[src/logic/pwm_steer_consts.svh]
/*
 * Register offsets, field positions, reset values and mode codes for the
 * blanking, fractional adjust and output steering block.
 * Assumes inclusion by bare name from logic/ files.
 */
`ifndef PWM_STEER_CONSTS_SVH
`define PWM_STEER_CONSTS_SVH

// ----------------------------------------------------------------------
// register offsets
// ----------------------------------------------------------------------
`define OFS_FRACTION_ADJUST   4'h0
`define OFS_RISE_BLANK        4'h1
`define OFS_FALL_BLANK        4'h2
`define OFS_STEERING          4'h3

// ----------------------------------------------------------------------
// fields and reset values
// ----------------------------------------------------------------------
`define FRAC_MSB              3
`define STEER_MSB             5
`define RST_FRACTION_ADJUST   4'h0
`define RST_BLANK             8'h00
`define RST_STEERING          6'h01
`define FRAC_UNITS_PER_CLK    5'h10

// ----------------------------------------------------------------------
// mode select codes
// ----------------------------------------------------------------------
`define MODE_SINGLE           4'h0
`define MODE_COMPLEMENTARY    4'h1
`define MODE_THREE_PHASE      4'hC

`endif

[src/logic/pwm_steer_pkg.sv]
/*
 * Types shared by the steering block and its blanking counter.
 * Assumes nothing of its surroundings.
 */
package pwm_steer_pkg;
   typedef logic [7:0] byte_t;
   typedef logic [3:0] mode_t;
   typedef enum logic [1:0]
   {
      BLANK_IDLE = 2'b01,
      BLANK_RUN  = 2'b10
   } blank_state_e;
endpackage

[src/logic/blank_if.sv]
/*
 * Interface carrying one blanking counter's trigger, length and status.
 * Assumes both ends run on sys_clk.
 */
`timescale 1ns/1ps
interface blank_if;
   logic       trigger;
   logic [7:0] length;
   logic       active;
   modport ctrl (output trigger, output length, input active);
   modport cnt  (input trigger, input length, output active);
endinterface

[src/logic/blank_counter.sv]
/*
 * Edge blanking counter: after a trigger, active for length clock periods.
 * Assumes trigger is a one-cycle pulse on sys_clk.
 */
`timescale 1ns/1ps
module blank_counter
   import pwm_steer_pkg::*;
(
   input  wire logic sys_clk,
   input  wire logic reset_n,
   blank_if.cnt      bus
);
   import pwm_steer_pkg::*;

   blank_state_e state_ff;
   byte_t        left_ff;

   // a retrigger restarts the count; zero length gives no blanking
   always_ff @(posedge sys_clk or negedge reset_n)
   begin
      if (!reset_n)
      begin
         state_ff <= BLANK_IDLE;
         left_ff  <= 8'h00;
      end
      else if (bus.trigger && bus.length != 8'h00)
      begin
         state_ff <= BLANK_RUN;
         left_ff  <= bus.length;
      end
      else if (state_ff == BLANK_RUN)
      begin
         left_ff <= left_ff - 8'h01;
         if (left_ff == 8'h01)
            state_ff <= BLANK_IDLE;
      end
   end

   assign bus.active = (state_ff == BLANK_RUN);
endmodule // blank_counter

[src/logic/pwm_blanking_frac_steering.sv]
/*
 * Fractional period adjust, rising/falling edge blanking and output
 * steering of a PWM controller, with a simple register port.
 * Assumes period, edge events and the PWM signal come from the counters
 * and mode logic on sys_clk, and that blank_ok qualifies feedback inputs.
 */
`timescale 1ns/1ps
`include "pwm_steer_consts.svh"

module pwm_blanking_frac_steering
   import pwm_steer_pkg::*;
(
   input  wire logic                sys_clk,
   input  wire logic                reset_n,
   input  wire logic [3:0]          reg_addr,
   input  wire pwm_steer_pkg::byte_t reg_wdata,
   input  wire logic                reg_write,
   input  wire logic                reg_read,
   output      pwm_steer_pkg::byte_t reg_rdata,
   input  wire pwm_steer_pkg::mode_t output_mode_select,
   input  wire logic                period_match,
   input  wire logic                rise_event,
   input  wire logic                fall_event,
   input  wire logic                pwm_signal,
   output      logic                period_event,
   output      logic                blank_ok,
   output      logic [5:0]          pwm_pins
);
   import pwm_steer_pkg::*;

   // ----------------------------------------------------------------------
   // registers
   // ----------------------------------------------------------------------
   logic [3:0] fraction_adjust_field_ff;
   byte_t      rise_blank_count_ff;
   byte_t      fall_blank_count_ff;
   logic [5:0] steer_ff;
   byte_t      rdata_ff;
   logic [4:0] frac_acc_ff;
   logic       hold_ff;
   logic [5:0] pins_ff;

   function automatic logic hit(input logic [3:0] ofs);
      hit = reg_write && (reg_addr == ofs);
   endfunction

   always_ff @(posedge sys_clk or negedge reset_n)
   begin
      if (!reset_n)
      begin
         fraction_adjust_field_ff <= `RST_FRACTION_ADJUST;
         rise_blank_count_ff      <= `RST_BLANK;
         fall_blank_count_ff      <= `RST_BLANK;
         steer_ff                 <= `RST_STEERING;
      end
      else
      begin
         if (hit(`OFS_FRACTION_ADJUST))
            fraction_adjust_field_ff <= reg_wdata[`FRAC_MSB:0];
         if (hit(`OFS_RISE_BLANK))
            rise_blank_count_ff <= reg_wdata;
         if (hit(`OFS_FALL_BLANK))
            fall_blank_count_ff <= reg_wdata;
         if (hit(`OFS_STEERING))
            steer_ff <= reg_wdata[`STEER_MSB:0];
      end
   end

   // ----------------------------------------------------------------------
   // register read port
   // ----------------------------------------------------------------------
   // unmapped offsets read zero
   always_ff @(posedge sys_clk or negedge reset_n)
   begin
      if (!reset_n)
         rdata_ff <= 8'h00;
      else if (reg_read)
      begin
         unique case (reg_addr)
            `OFS_FRACTION_ADJUST: rdata_ff <= {4'h0, fraction_adjust_field_ff};
            `OFS_RISE_BLANK:      rdata_ff <= rise_blank_count_ff;
            `OFS_FALL_BLANK:      rdata_ff <= fall_blank_count_ff;
            `OFS_STEERING:        rdata_ff <= {2'b00, steer_ff};
            default:              rdata_ff <= 8'h00;
         endcase
      end
      else
         rdata_ff <= 8'h00;
   end
   assign reg_rdata = rdata_ff;

   // ----------------------------------------------------------------------
   // fractional period adjust
   // ----------------------------------------------------------------------
   // sub-clock placement is not possible on one clock, so fractions add
   // up and each carry delays that period event by one whole clock
   // a new fraction starts from the running remainder, not from zero
   logic [4:0] frac_sum;
   assign frac_sum = frac_acc_ff + {1'b0, fraction_adjust_field_ff};

   always_ff @(posedge sys_clk or negedge reset_n)
   begin
      if (!reset_n)
      begin
         frac_acc_ff <= 5'h00;
         hold_ff     <= 1'b0;
      end
      else if (period_match)
      begin
         if (frac_sum >= `FRAC_UNITS_PER_CLK)
         begin
            frac_acc_ff <= frac_sum - `FRAC_UNITS_PER_CLK;
            hold_ff     <= 1'b1;
         end
         else
         begin
            frac_acc_ff <= frac_sum;
            hold_ff     <= 1'b0;
         end
      end
      else
         hold_ff <= 1'b0;
   end

   assign period_event = (period_match && frac_sum < `FRAC_UNITS_PER_CLK)
                         || hold_ff;

   // ----------------------------------------------------------------------
   // edge blanking
   // ----------------------------------------------------------------------
   // a retrigger inside a window restarts it, so windows never stack
   blank_if rise_bus ();
   blank_if fall_bus ();

   assign rise_bus.trigger = rise_event;
   assign rise_bus.length  = rise_blank_count_ff;
   assign fall_bus.trigger = fall_event;
   assign fall_bus.length  = fall_blank_count_ff;

   blank_counter u_rise_blank
   (
      .sys_clk (sys_clk),
      .reset_n (reset_n),
      .bus     (rise_bus.cnt)
   );

   blank_counter u_fall_blank
   (
      .sys_clk (sys_clk),
      .reset_n (reset_n),
      .bus     (fall_bus.cnt)
   );

   // feedback stays unqualified while either edge is still ringing
   assign blank_ok = !(rise_bus.active || fall_bus.active);

   // ----------------------------------------------------------------------
   // output steering
   // ----------------------------------------------------------------------
   // pin order is {f,e,d,c,b,a}; inactive drive is low

   // pins lit by one three-phase enable
   function automatic logic [5:0] phase_pair(input logic [2:0] idx);
      unique case (idx)
         3'h0:    phase_pair = 6'h03;
         3'h1:    phase_pair = 6'h05;
         3'h2:    phase_pair = 6'h06;
         3'h3:    phase_pair = 6'h06;
         3'h4:    phase_pair = 6'h12;
         3'h5:    phase_pair = 6'h18;
         default: phase_pair = 6'h00;
      endcase
   endfunction

   logic [5:0] nxt_pins;
   always_comb
   begin
      nxt_pins = 6'h00;
      unique case (output_mode_select)
         `MODE_SINGLE:
            nxt_pins = steer_ff & {6{pwm_signal}};
         `MODE_COMPLEMENTARY:
         begin
            nxt_pins    = steer_ff & {6{pwm_signal}};
            nxt_pins[3] = steer_ff[3] & ~pwm_signal;
            nxt_pins[5] = steer_ff[5] & ~pwm_signal;
         end
         `MODE_THREE_PHASE:
         begin
            // several enables set at once OR their pairs together
            if (pwm_signal)
            begin
               for (int i = 0; i < 6; i++)
               begin
                  if (steer_ff[i])
                     nxt_pins = nxt_pins | phase_pair(3'(i));
               end
            end
         end
         default:
            nxt_pins = 6'h00;
      endcase
   end

   // registered so a mode or steering change cannot glitch a switch
   always_ff @(posedge sys_clk or negedge reset_n)
   begin
      if (!reset_n)
         pins_ff <= 6'h00;
      else
         pins_ff <= nxt_pins;
   end
   assign pwm_pins = pins_ff;
endmodule // pwm_blanking_frac_steering

[config.mk]
export PLATFORM = sky130hd
export DESIGN_NAME = pwm_blanking_frac_steering
export DESIGN_NICKNAME = d
export VERILOG_FILES = /design/src/logic/pwm_steer_pkg.sv /design/src/logic/blank_if.sv /design/src/logic/blank_counter.sv /design/src/logic/pwm_blanking_frac_steering.sv
export VERILOG_INCLUDE_DIRS = /design/src /design/src/logic
export SDC_FILE = /design/constraint.sdc
export NUM_CORES = 1
export LEC_CHECK = 0
export BUFFER_PORTS_ARGS = -buffer_cell sky130_fd_sc_hd__buf_2
export CORE_MARGIN = 1
export CORE_UTILIZATION = 41
export DETAILED_ROUTE_END_ITERATION = 10
export GPL_TIMING_DRIVEN = 0
export PLACE_DENSITY = 0.58
export SKIP_LAST_GASP = 1
export SYNTH_ARGS = -nofsm -noshare
export SYNTH_HDL_FRONTEND = slang
export SYNTH_SLANG_ARGS = --single-unit
[constraint.sdc]
create_clock -name sys_clk -period 4.22 [get_ports sys_clk]
set_input_delay 0.211 -clock sys_clk [delete_from_list [all_inputs] [get_ports sys_clk]]
set_output_delay 0.211 -clock sys_clk [all_outputs]
set_load 0.02 [all_outputs]
==> metrics.md, run 1 <==
| Metric | Value |
|---|---|
| Outcome | `completed` |
| CTS tree | `yes` |
| Inst Count DP | `406` |
| Max cap viols | `0` |
| DP Area | `3460 um^2` |
| # setup viols final | `0` |
| Largest net degree at the start of global routing | `66` |
| Top cell type's share of synthesized area | `0.492` |
| Register Area | `1630 um^2` |
| Setup TNS | `0 ns` |
| Ys flop type | `dfrtp_1` |
| Synthesized flop and latch total | `between 60 and 70` |
| Die Ht | `89.7 um` |
| Resize count post-CTS | `0` |
| RSZ-0062 raised after global routing | `no` |
| Synth warn | `0` |
| TritonCTS Sinks | `65` |
| Max Freq | `approximately 450 MHz` |
| Post-route antenna net violation count | `0` |
| DRT iter0 DRCs | `150` |
| Logic pwr share | `0.292` |
| Post-synth EDFFs | `0` |
| Cell variety after synth | `46` |
| Input/output buffers | `36` |
| Required @ worst endpoint | `4.01 ns` |
| Post-route DRC | `0` |
| Vias/cell | `~5.1` |
| Most area-consuming cells after synthesis | `dfrtp_1 (49%), mux2_2 (11%), ha_1 (3.2%), nand2_1 (3.1%), xor2_1 (3.1%)` |
| CP max stage cell | `dfrtp_1` |
| Area of the multi-input gates | `1440 um^2` |
| Maximum clock path buffer count | `2` |
| Pleak | `1.69 nW` |
| Skew final | `0.0120 ns` |
| HP Class | `primary input to flip-flop` |
| First-pass DRT Iterations | `4` |
| Top delay family on crit path | `adder cells` |
| Worst path bufs/invs | `2` |
| Setup WS pre-CTS | `between 2 and 2.5 ns` |
| IR drop worst, VDD | `around 0.24 mV` |
| Root buf cell | `clkbuf_8` |
| Sequential Power Share | `0.459` |
| Worst setup margin | `2.00 ns` |
| Io pins | `40` |
| Clk_lat worst skew | `0.34 ns` |
| Final-report max-slew violation count | `0` |
| Int Pwr | `1.40 mW` |
| Tcrit/Tclk final | `0.525` |
| Startpoint types | `flip-flop` |
| Fillers | `661` |
| P per Cell Area | `576 nW/um^2` |
| Mapped cell area | `3150 um^2` |
| Crit Path Max Fanout | `3` |
| Clock transition at the registers of the reported paths | `0.08 ns` |
| Total wire length | `6300 um` |
| Core Region | `7330 um^2` |
| Slowest Stage Delay on Critical Path | `0.40 ns` |
| Most common cell in the netlist | `dfrtp_1` |
| Crit-path cells | `ha_1, inv_1, fa_1, nor2b_1, o21ai_0, a31o_2, buf_2` |
| Final HPWL DP | `4570 um` |
| Syn avg cell area | `between 10 and 15 um^2` |
| Post-route insts no fill | `423` |
| N_diodes | `0` |
| P&R area growth vs syn | `16.3%` |
| Switching component of the power | `around 0.71 mW` |
| Hold buffer count at cts | `1` |
| Cell taking the most area after synthesis | `dfrtp_1` |
| Die width | `89.7 um` |
| Fin. Hold Viols | `0` |
| Worst Max-Slew Pin Slew | `0.807 ns` |
| # rows | `31` |
| H-tree depth | `3` |
| Clock share of power | `0.249` |
| Critical path class | `flip-flop to primary output` |
| Min Tclk post-route | `around 2.2 ns` |
| Pwr Total | `between 2 and 2.5 mW` |
| CTS Buf Count | `9` |
| Initial antenna violation count | `0` |
| Die ar. | `8040 um^2` |
| Total GRT Usage | `0.175` |
| Arr. time, crit path | `2.01 ns` |
| Post-synthesis cell count | `271` |
| Post-DR wirelength/cell | `14.9 um` |
| Syn nets | `304` |
| Vias in the first global route | `2022` |
| Post-layout net count | `352` |
| Finished Cell Area | `3660 um^2` |
| Post-synthesis sequential area ratio | `0.517` |
| Via count | `around 2200` |
| Share of layout cells above drive strength 1 | `0.309` |
| Post-CTS setup repair buffer count | `0` |
| Async SR Flop Fraction | `1.00` |
| Congestion Overflow GR | `0` |
| Initial core utilization | `0.430` |
| Final RePlAce weighted congestion | `between 0.7 and 0.8` |
| Switching share of power | `0.335` |
| Global-route wire length before repair | `10300 um` |
| Top cells by count, synth | `dfrtp_1 (62), mux2_2 (30), nand2_1 (26)` |
| Critical Path End Type | `primary output` |
| Rel. slew slack | `0.462` |
metal layers:
metal,global-route usage,up-vias,part of all wire
met1,0.251,1053,0.51
li1,-,1059,-
met5,0,-,0
met4,0.0851,0,0.017
met3,0.0366,11,0.029
met2,0.251,35,0.44
registers in the layout, indices dropped and copies added, names as in the netlist:
register	flops
u_rise_blank.state_ff	2
pwm_pins	6
u_fall_blank.left_ff	8
rise_blank_count_ff	8
frac_acc_ff	4
fall_blank_count_ff	8
hold_ff	1
steer_ff	6
reg_rdata	8
u_fall_blank.state_ff	2
u_rise_blank.left_ff	8
fraction_adjust_field_ff	4
final timing paths:
| path | start | endpoint | slack (ns) | cells past startpoint |
|---|---|---|---|---|
| worst max-delay path | fraction_adjust_field_ff[0]$_DFFE_PN0P_ | period_event | 2.00 | 7 |
| worst min-delay path | reg_read | reg_rdata[3]$_DFF_PN0_ | 0.13 | 2 |
| worst max register to register | fraction_adjust_field_ff[0]$_DFFE_PN0P_ | frac_acc_ff[2]$_DFFE_PN0P_ | 2.67 | 5 |
| worst min register to register | u_rise_blank.state_ff[0]$_DFFE_PN1P_ | u_rise_blank.state_ff[0]$_DFFE_PN1P_ | 0.50 | 2 |
| max in group asynchronous | reset_n | steer_ff[5]$_DFFE_PN0P_ | 3.18 | 2 |
| min in group asynchronous | reset_n | u_rise_blank.state_ff[1]$_DFFE_PN0P_ | 0.52 | 2 |
power by group through the flow:
stage / combinational [mW] / clock (mW) / sequential (mW)
after floorplan: 0.497 / 0 / 0.932
after global placement: 0.606 / 0 / 0.976
after detailed placement: 0.622 / 0 / 0.981
after CTS: 0.625 / 0.541 / 0.970
after global routing: 0.704 / 0.566 / 0.996
final: 0.616 / 0.524 / 0.969
stage by stage:
step	hold WS, ns	utilization
floorplan	-0.0846	-
global placement	0.470	0.471
detailed placement	0.377	0.472
CTS	0.110	0.500
global route	0.117	0.500
finish	0.126	0.500
cell type report:
type                       count  area share
inverter                      12      0.0123
clock buffer                  11      0.0386
tap                           99      0.0338
timing repair buffer          37      0.0526
buffer                         7     0.00956
clock inverter                 5      0.0150
multi-input combinational    187       0.393
sequential                    65       0.445
placed cells by master, fill, tap and decap left out, drive strengths merged, types with 2 or more instances in the layout:
master / synthesis / routed
nor4b: 3 / 3
mux2i: 5 / 5
mux2: 30 / 30
xnor2: 5 / 5
nor3: 6 / 6
a21oi: 8 / 8
ha: 8 / 8
a221oi: 3 / 3
inv: 12 / 12
dfrtp: 62 / 62
o21ai: 20 / 20
nand2: 26 / 26
clkinv: 0 / 2
clkinvlp: 0 / 2
a211oi: 3 / 3
nand3: 7 / 7
a21o: 4 / 4
and3: 2 / 2
dfstp: 3 / 3
xor2: 11 / 11
a21boi: 4 / 4
nand3b: 2 / 2
nor2: 12 / 12
clkbuf: 2 / 13
buf: 5 / 41
nor4: 5 / 5
nor2b: 6 / 6
a22oi: 4 / 4
cell families (layout without fill, tap and decap cells):
| kind of cell | count (synthesis) | count (layout) | share of synthesized area |
|---|---|---|---|
| multiplexers | 36 | 36 | 0.131 |
| XOR/XNOR | 16 | 16 | 0.0445 |
| adder cells (fa/ha/maj) | 9 | 9 | 0.0381 |
| AO/OA/AOI/OAI | 49 | 49 | 0.0981 |
| buffers and inverters | 19 | 72 | 0.0254 |
| AND/OR/NAND/NOR | 77 | 77 | 0.145 |
| flip-flops | 65 | 65 | 0.517 |
No activity file was read; power rests on OpenSTA's default activity.
==> run 2: changes to the inputs <==
--- a/config.mk
+++ b/config.mk
@@ -6,12 +6,13 @@
 export SDC_FILE = /design/constraint.sdc
 export NUM_CORES = 1
 export LEC_CHECK = 0
+export ABC_AREA = 1
 export BUFFER_PORTS_ARGS = -buffer_cell sky130_fd_sc_hd__buf_2
 export CORE_MARGIN = 1
 export CORE_UTILIZATION = 41
 export DETAILED_ROUTE_END_ITERATION = 10
 export GPL_TIMING_DRIVEN = 0
-export PLACE_DENSITY = 0.58
+export PLACE_DENSITY = 0.57
 export SKIP_LAST_GASP = 1
 export SYNTH_ARGS = -nofsm -noshare
 export SYNTH_HDL_FRONTEND = slang
==> constraint.sdc (replaced) <==
create_clock -name sys_clk -period 2.2 [get_ports sys_clk]
set_input_delay 0.11 -clock sys_clk [delete_from_list [all_inputs] [get_ports sys_clk]]
set_output_delay 0.11 -clock sys_clk [all_outputs]
set_load 0.02 [all_outputs]
==> run 2 against run 1 <==
Sequential share of layout area is 4.3 points lower. Flip-flop and latch count stayed put. Clock skew is 0.0038 ns lower. Clock-buffer cell count is 1 lower. Global-route usage is 0.91 points higher. Non-clock buffer count is 5 higher. Clock power is 140% higher. Register-to-register slack worse by 2.0 ns. Die area is 9.5% higher. Largest cell class unchanged.
==> metrics.md, run 2 <==
| Metric | Value |
|---|---|
| Outcome | `completed` |
| Core Region | `slightly above 8000 um^2` |
| Critical Path End Type | `primary output` |
| Max Freq | `504 MHz` |
| Rel. slew slack | `0.449` |
| Critical path class | `flip-flop to primary output` |
| Total wire length | `about 7300 um` |
| DP Area | `3780 um^2` |
| Synthesized flop and latch total | `65` |
| Clk_lat worst skew | `between 0.3 and 0.4 ns` |
| Synth warn | `0` |
| Crit-path cells | `ha_1, inv_1, fa_1, inv_1, a21oi_1, o21ai_1, o21bai_1, buf_2` |
| Final HPWL DP | `5330 um` |
| Initial antenna violation count | `0` |
| Top cells by count, synth | `nand2_1 (104), dfrtp_1 (62), inv_1 (57)` |
| Via count | `2823` |
| Post-layout net count | `509` |
| P per Cell Area | `1100 nW/um^2` |
| Most frequent cells in the layout | `nand2_1 (104), dfrtp_1 (62), inv_1 (57)` |
| Required @ worst endpoint | `2.09 ns` |
| Setup TNS | `0 ns` |
| Most area-consuming cells after synthesis | `dfrtp_1 (45%), nand2_1 (11%), nand3_1 (7.1%), inv_1 (6.2%), o21ai_2 (5.8%)` |
| Ys flop type | `dfrtp_1` |
| Die width | `93.8 um` |
| Initial core utilization | `0.423` |
| HP Class | `primary input to flip-flop` |
| TritonCTS Sinks | `65` |
| First-pass DRT Iterations | `4` |
| Final-report max-slew violation count | `0` |
| Cell variety after synth | `33` |
| Worst hold margin | `0.0575 ns` |
| Total GRT Usage | `0.184` |
| Maximum clock path buffer count | `2` |
| Root buf cell | `clkbuf_8` |
| Post-synthesis cell count | `424` |
| N_diodes | `0` |
| Finished Cell Area | `4050 um^2` |
| Post-synth EDFFs | `0` |
| Async SR Flop Fraction | `1.00` |
| Fin. Hold Viols | `0` |
| Mapped cell area | `around 3500 um^2` |
| DRT iter0 DRCs | `203` |
| Io pins | `40` |
| CTS Buf Count | `9` |
| Syn nets | `between 400 and 500` |
| Most used cell, CP | `inv_1` |
| Global-route wire length before repair | `approximately 12000 um` |
| Die ar. | `8800 um^2` |
| CTS tree | `yes` |
| Most common cell in the netlist | `nand2_1` |
| Min Tclk post-route | `1.98 ns` |
| Startpoint types | `flip-flop` |
| Die Ht | `93.8 um` |
| Top delay family on crit path | `adder cells` |
| Post-route DRC | `0` |
| Largest net degree at the start of global routing | `66` |
| Post-route antenna net violation count | `0` |
| H-tree depth | `3` |
| Most common cell after layout, fill and taps aside | `nand2_1` |
| Tcrit/Tclk final | `0.902` |
| Slowest Stage Delay on Critical Path | `0.39 ns` |
| Input/output buffers | `38` |
| Post-synthesis sequential area ratio | `0.472` |
| Vias in the first global route | `about 2700` |
| Final Util | `0.496` |
| Cell taking the most area after synthesis | `dfrtp_1` |
| # rows | `33` |
| P&R area growth vs syn | `17.3%` |
| Worst path bufs/invs | `3` |
| RSZ-0062 raised after global routing | `no` |
| Crit Path Max Fanout | `3` |
| Final RePlAce weighted congestion | `0.802` |
| Pleak | `2.16 nW` |
| Arr. time, crit path | `1.87 ns` |
| Congestion Overflow GR | `0` |
| Worst Max-Slew Pin Slew | `0.826 ns` |
| CP max stage cell | `dfrtp_1` |
| Post-DR wirelength/cell | `12.5 um` |
| # setup viols final | `0` |
| Post-CTS setup repair buffer count | `0` |
| Skew final | `between 0.008 and 0.009 ns` |
| Syn avg cell area | `between 8 and 9 um^2` |
| Max cap viols | `0` |
| IR drop worst, VDD | `0.407 mV` |
| Vias/cell | `4.82` |
| Share of layout cells above drive strength 1 | `0.216` |
| Clock transition at the registers of the reported paths | `about 0.080 ns` |
| Top cell type's share of synthesized area | `0.449` |
-- run 2: cell count changes after synthesis, moves of 7 or more --
cell     change
o21ai_0     +11
nand3_1     +44
nor2_1      +30
o21ai_2     +23
xor2_1       -7
mux2_2      -30
nand2_1     +78
inv_1       +45
-- run 2: final timing paths --
| path | startpoint | to | slack (ns) | depth (start not counted) |
|---|---|---|---|---|
| max in group asynchronous | reset_n | rise_blank_count_ff[4]$_DFFE_PN0P_ | 1.25 | 2 |
| min | pwm_signal | pwm_pins[4]$_DFF_PN0_ | 0.06 | 3 |
| max reg2reg | fraction_adjust_field_ff[0]$_DFFE_PN0P_ | hold_ff$_DFF_PN0_ | 0.71 | 8 |
| max | fraction_adjust_field_ff[0]$_DFFE_PN0P_ | period_event | 0.22 | 8 |
| min in group asynchronous | reset_n | u_fall_blank.state_ff[1]$_DFFE_PN0P_ | 0.41 | 2 |
| min reg2reg | frac_acc_ff[0]$_DFFE_PN0P_ | frac_acc_ff[0]$_DFFE_PN0P_ | 0.48 | 2 |
-- run 2: worst register-to-register path: stages (launching register included) --
cell     delay (ns)
dfrtp_1        0.39
ha_1           0.18
inv_1          0.05
fa_1           0.35
inv_1          0.09
a21oi_1        0.07
o21ai_1        0.16
inv_1          0.06
nor2_1         0.07
-- run 2: cells by family after synthesis --
kind of cell | share of synthesized area
flip-flops | 0.472
XOR/XNOR | 0.0152
AO/OA/AOI/OAI | 0.122
AND/OR/NAND/NOR | 0.268
adder cells (fa/ha/maj) | 0.0348
buffers and inverters | 0.0880
-- run 2: timing repair --
item / in CTS / in global routing
gates resized for setup: 0 / 1
setup endpoints to repair: 0 / 1
hold buffers: 3 / 0
endpoints found under the hold margin: 66 / 0
-- run 2: power breakdown --
part	switching, mW	internal (mW)	total (mW)
registers	0.262	1.51	1.77
logic	0.875	0.565	1.44
clock network	0.470	0.778	1.25
total	1.61	2.85	4.46
-- run 2: final cells by class --
| cell class | instances | area [um^2] |
|---|---|---|
| timing repair buffer | 41 | 223 |
| tap | 105 | 131 |
| sequential | 65 | 1630 |
| fill | 828 | 4120 |
| multi-input combinational | 290 | 1520 |
| buffer | 8 | 70.1 |
| inverter | 61 | 234 |
| clock inverter | 6 | 105 |
| clock buffer | 10 | 138 |
-- run 2: per-stage QoR --
step | setup WS, ns | instances | total power, mW
finish | 0.215 | 586 | 4.46
global route | 0.0709 | 586 | 4.83
CTS | 0.123 | 586 | 4.51
detailed placement | 0.516 | 567 | 3.24
global placement | 0.532 | 567 | 3.20
floorplan | 0.703 | 424 | 2.87
-- run 2: metal layers --
| metal | share of wire | up-vias | track usage |
|---|---|---|---|
| met4 | 0.010 | 0 | 0.0615 |
| met1 | 0.49 | 1315 | 0.254 |
| li1 | - | 1453 | - |
| met2 | 0.46 | 47 | 0.287 |
| met3 | 0.038 | 8 | 0.0388 |
| met5 | 0 | - | 0 |
==> run 3: changes to the inputs <==
--- a/config.mk
+++ b/config.mk
@@ -9,10 +9,10 @@
 export ABC_AREA = 1
 export BUFFER_PORTS_ARGS = -buffer_cell sky130_fd_sc_hd__buf_2
 export CORE_MARGIN = 1
-export CORE_UTILIZATION = 41
+export CORE_UTILIZATION = 45
 export DETAILED_ROUTE_END_ITERATION = 10
 export GPL_TIMING_DRIVEN = 0
-export PLACE_DENSITY = 0.57
+export PLACE_DENSITY = 0.61
 export SKIP_LAST_GASP = 1
 export SYNTH_ARGS = -nofsm -noshare
 export SYNTH_HDL_FRONTEND = slang
==> run 3 against run 2 <==
Flip-flop and latch count did not move. Worst setup slack gained 0.0046 ns. Register-to-register slack hardly changed. Sequential power about the same. Non-clock buffer count unchanged. Clock-buffer cell count increased by 1. First-iteration DRC count shrank 27%. Largest power group unchanged. Total power down 5.0%. Sequential share of layout area grew 0.54 points. Wire length down 1.7%. Core utilization up 5.0 points. Highest routed layer unchanged. Clock skew is 0.0020 ns higher.
==> metrics.md, run 3 (synthesized netlist as in run 2, its figures left out) <==
| Metric | Value |
|---|---|
| CP max stage cell | `dfrtp_1` |
| Clock share of power | `0.241` |
| Post-CTS setup repair buffer count | `0` |
| Largest net degree at the start of global routing | `66` |
| Clk_lat worst skew | `0.35 ns` |
| Setup WS pre-CTS | `0.525 ns` |
| DRT iter0 DRCs | `148` |
| First-pass DRT Iterations | `4` |
| Worst Max-Slew Pin Slew | `0.819 ns` |
| Met1 global-route usage | `0.292` |
| Skew final | `0.0102 ns` |
| # rows | `31` |
| Die width | `89.6 um` |
| Initial core utilization | `0.471` |
| Post-route antenna net violation count | `0` |
| Initial antenna violation count | `0` |
| Final RePlAce weighted congestion | `0.797` |
| Crit Reg-Reg Startpoint | `fraction_adjust_field_ff[0]$_DFFE_PN0P_` |
| Arr. time, crit path | `around 1.9 ns` |
| P per Cell Area | `1060 nW/um^2` |
| Final HPWL DP | `between 5000 and 6000 um` |
| # setup viols final | `0` |
| Via count | `2829` |
| Sequential Power Share | `0.415` |
| N_diodes | `0` |
| Total wire length | `approximately 7200 um` |
| Tcrit/Tclk final | `0.900` |
| RSZ-0062 raised after global routing | `no` |
| Input/output buffers | `38` |
| IR drop worst, VDD | `~0.54 mV` |
| Min Tclk post-route | `1.98 ns` |
| Post-DR wirelength/cell | `between 10 and 15 um` |
| Global-route wire length before repair | `12200 um` |
| Final-report max-slew violation count | `0` |
| H-tree depth | `3` |
| Most common cell after layout, fill and taps aside | `nand2_1` |
| Crit-path cells | `ha_1, inv_1, fa_1, inv_1, a21oi_1, o21ai_1, o21bai_1, buf_2` |
| Rel. slew slack | `0.454` |
| Pleak | `2.13 nW` |
| Worst setup margin | `0.220 ns` |
| Root buf cell | `clkbuf_8` |
| Gr busiest metal | `met2` |
| Startpoint types | `flip-flop` |
| Die ar. | `8030 um^2` |
| Clock transition at the registers of the reported paths | `0.08 ns` |
| Core Region | `between 7000 and 8000 um^2` |
| Outcome | `completed` |
| Max Freq | `505 MHz` |
| Logic pwr share | `0.344` |
| P&R area growth vs syn | `15.7%` |
| CTS tree | `yes` |
| Fin. Hold Viols | `0` |
| Critical path class | `flip-flop to primary output` |
| Area of the multi-input gates | `1520 um^2` |
| Register Area | `about 1600 um^2` |
| Required @ worst endpoint | `2.09 ns` |
| Post-route insts no fill | `between 500 and 600` |
| Maximum clock path buffer count | `2` |
| Max cap viols | `0` |
| Inst Count DP | `561` |
| Die Ht | `between 80 and 90 um` |
| Switching share of power | `0.380` |
| Vias/cell | `4.88` |
| Most frequent cells in the layout | `nand2_1 (104), dfrtp_1 (62), inv_1 (57)` |
| Fillers | `712` |
| Most used cell, CP | `inv_1` |
| Worst Setup SP | `fraction_adjust_field_ff[0]$_DFFE_PN0P_` |
| Final Util | `0.545` |
| Hold Crit Start | `pwm_signal` |
| R2R Setup Slk | `0.71 ns` |
| CTS Buf Count | `9` |
| Share of layout cells above drive strength 1 | `0.214` |
| Met2 usage | `0.304` |
| Congestion Overflow GR | `0` |
| Io pins | `40` |
| HP Class | `primary input to flip-flop` |
| TritonCTS Sinks | `65` |
| Crit Path Max Fanout | `3` |
| Post-layout net count | `roughly 510` |
| Total GRT Usage | `0.204` |
| Critical Path End Type | `primary output` |
| Vias in the first global route | `2654` |
| Switching component of the power | `1.61 mW` |
| Met3 Usage GRT | `0.0347` |
| Post-route DRC | `0` |
| Setup TNS | `0 ns` |
| Int Pwr | `2.63 mW` |
| Slowest Stage Delay on Critical Path | `0.39 ns` |
[run 3: changes by cell type in the layout (fill, tap and decap cells not counted)]
| cell | before | now |
|---|---|---|
| bufinv_16 | 3 | 1 |
| clkbuf_1 | 0 | 1 |
| clkinv_2 | 3 | 2 |
| clkinvlp_4 | 0 | 2 |
[run 3: path summary, 6_finish.rpt]
path                            depth (start not counted)                                    to
worst max-delay path                                    8                          period_event
worst max register to register                          8                     hold_ff$_DFF_PN0_
worst min-delay path                                    3                 pwm_pins[2]$_DFF_PN0_
max in group asynchronous                               2                 pwm_pins[3]$_DFF_PN0_
min in group asynchronous                               2  u_rise_blank.state_ff[1]$_DFFE_PN0P_
worst min register to register                          2            frac_acc_ff[0]$_DFFE_PN0P_
[run 3: cell type report]
class / count / share of cell area
buffer: 8 / 0.0175
clock inverter: 5 / 0.0138
multi-input combinational: 290 / 0.380
sequential: 65 / 0.408
timing repair buffer: 41 / 0.0557
clock buffer: 11 / 0.0354
tap: 99 / 0.0310
inverter: 61 / 0.0585
[run 3: layer usage]
layer	vias to the layer above	part of all wire
li1	1456	-
met1	1299	0.50
met2	61	0.44
met3	13	0.035
met4	0	0.019
met5	-	0
[run 3: stage by stage]
step	hold slack, ns	power [mW]	area (um^2)
2_1_floorplan	-0.186	2.87	3460
3_3_place_gp	0.338	3.20	3770
3_5_place_dp	0.270	3.24	3770
4_1_cts	0.0486	4.27	4000
5_1_grt	0.0581	4.61	4000
6_report	0.0519	4.24	4000
[run 3: repair_timing]
item | 4_1_cts | 5_1_grt
hold buffers | 3 | 0
endpoints found under the hold margin | 66 | 0
gates resized for setup | 0 | 1
endpoints found under the setup margin | 0 | 1
[run 3: worst max-delay path: cells and delay by family, from the launching register on]
kind	cells	cell delay, ns
adder cells (fa/ha/maj)	2	0.54
flip-flops	1	0.39
AO/OA/AOI/OAI	3	0.30
buffers and inverters	3	0.30
[run 3: power groups by stage]
stage | Sequential (mW) | Combinational, mW | Clock (mW)
after floorplan | 1.73 | 1.14 | 0
after global placement | 1.78 | 1.42 | 0
after detailed placement | 1.78 | 1.46 | 0
after CTS | 1.76 | 1.47 | 1.04
after global routing | 1.81 | 1.70 | 1.09
final | 1.76 | 1.46 | 1.02
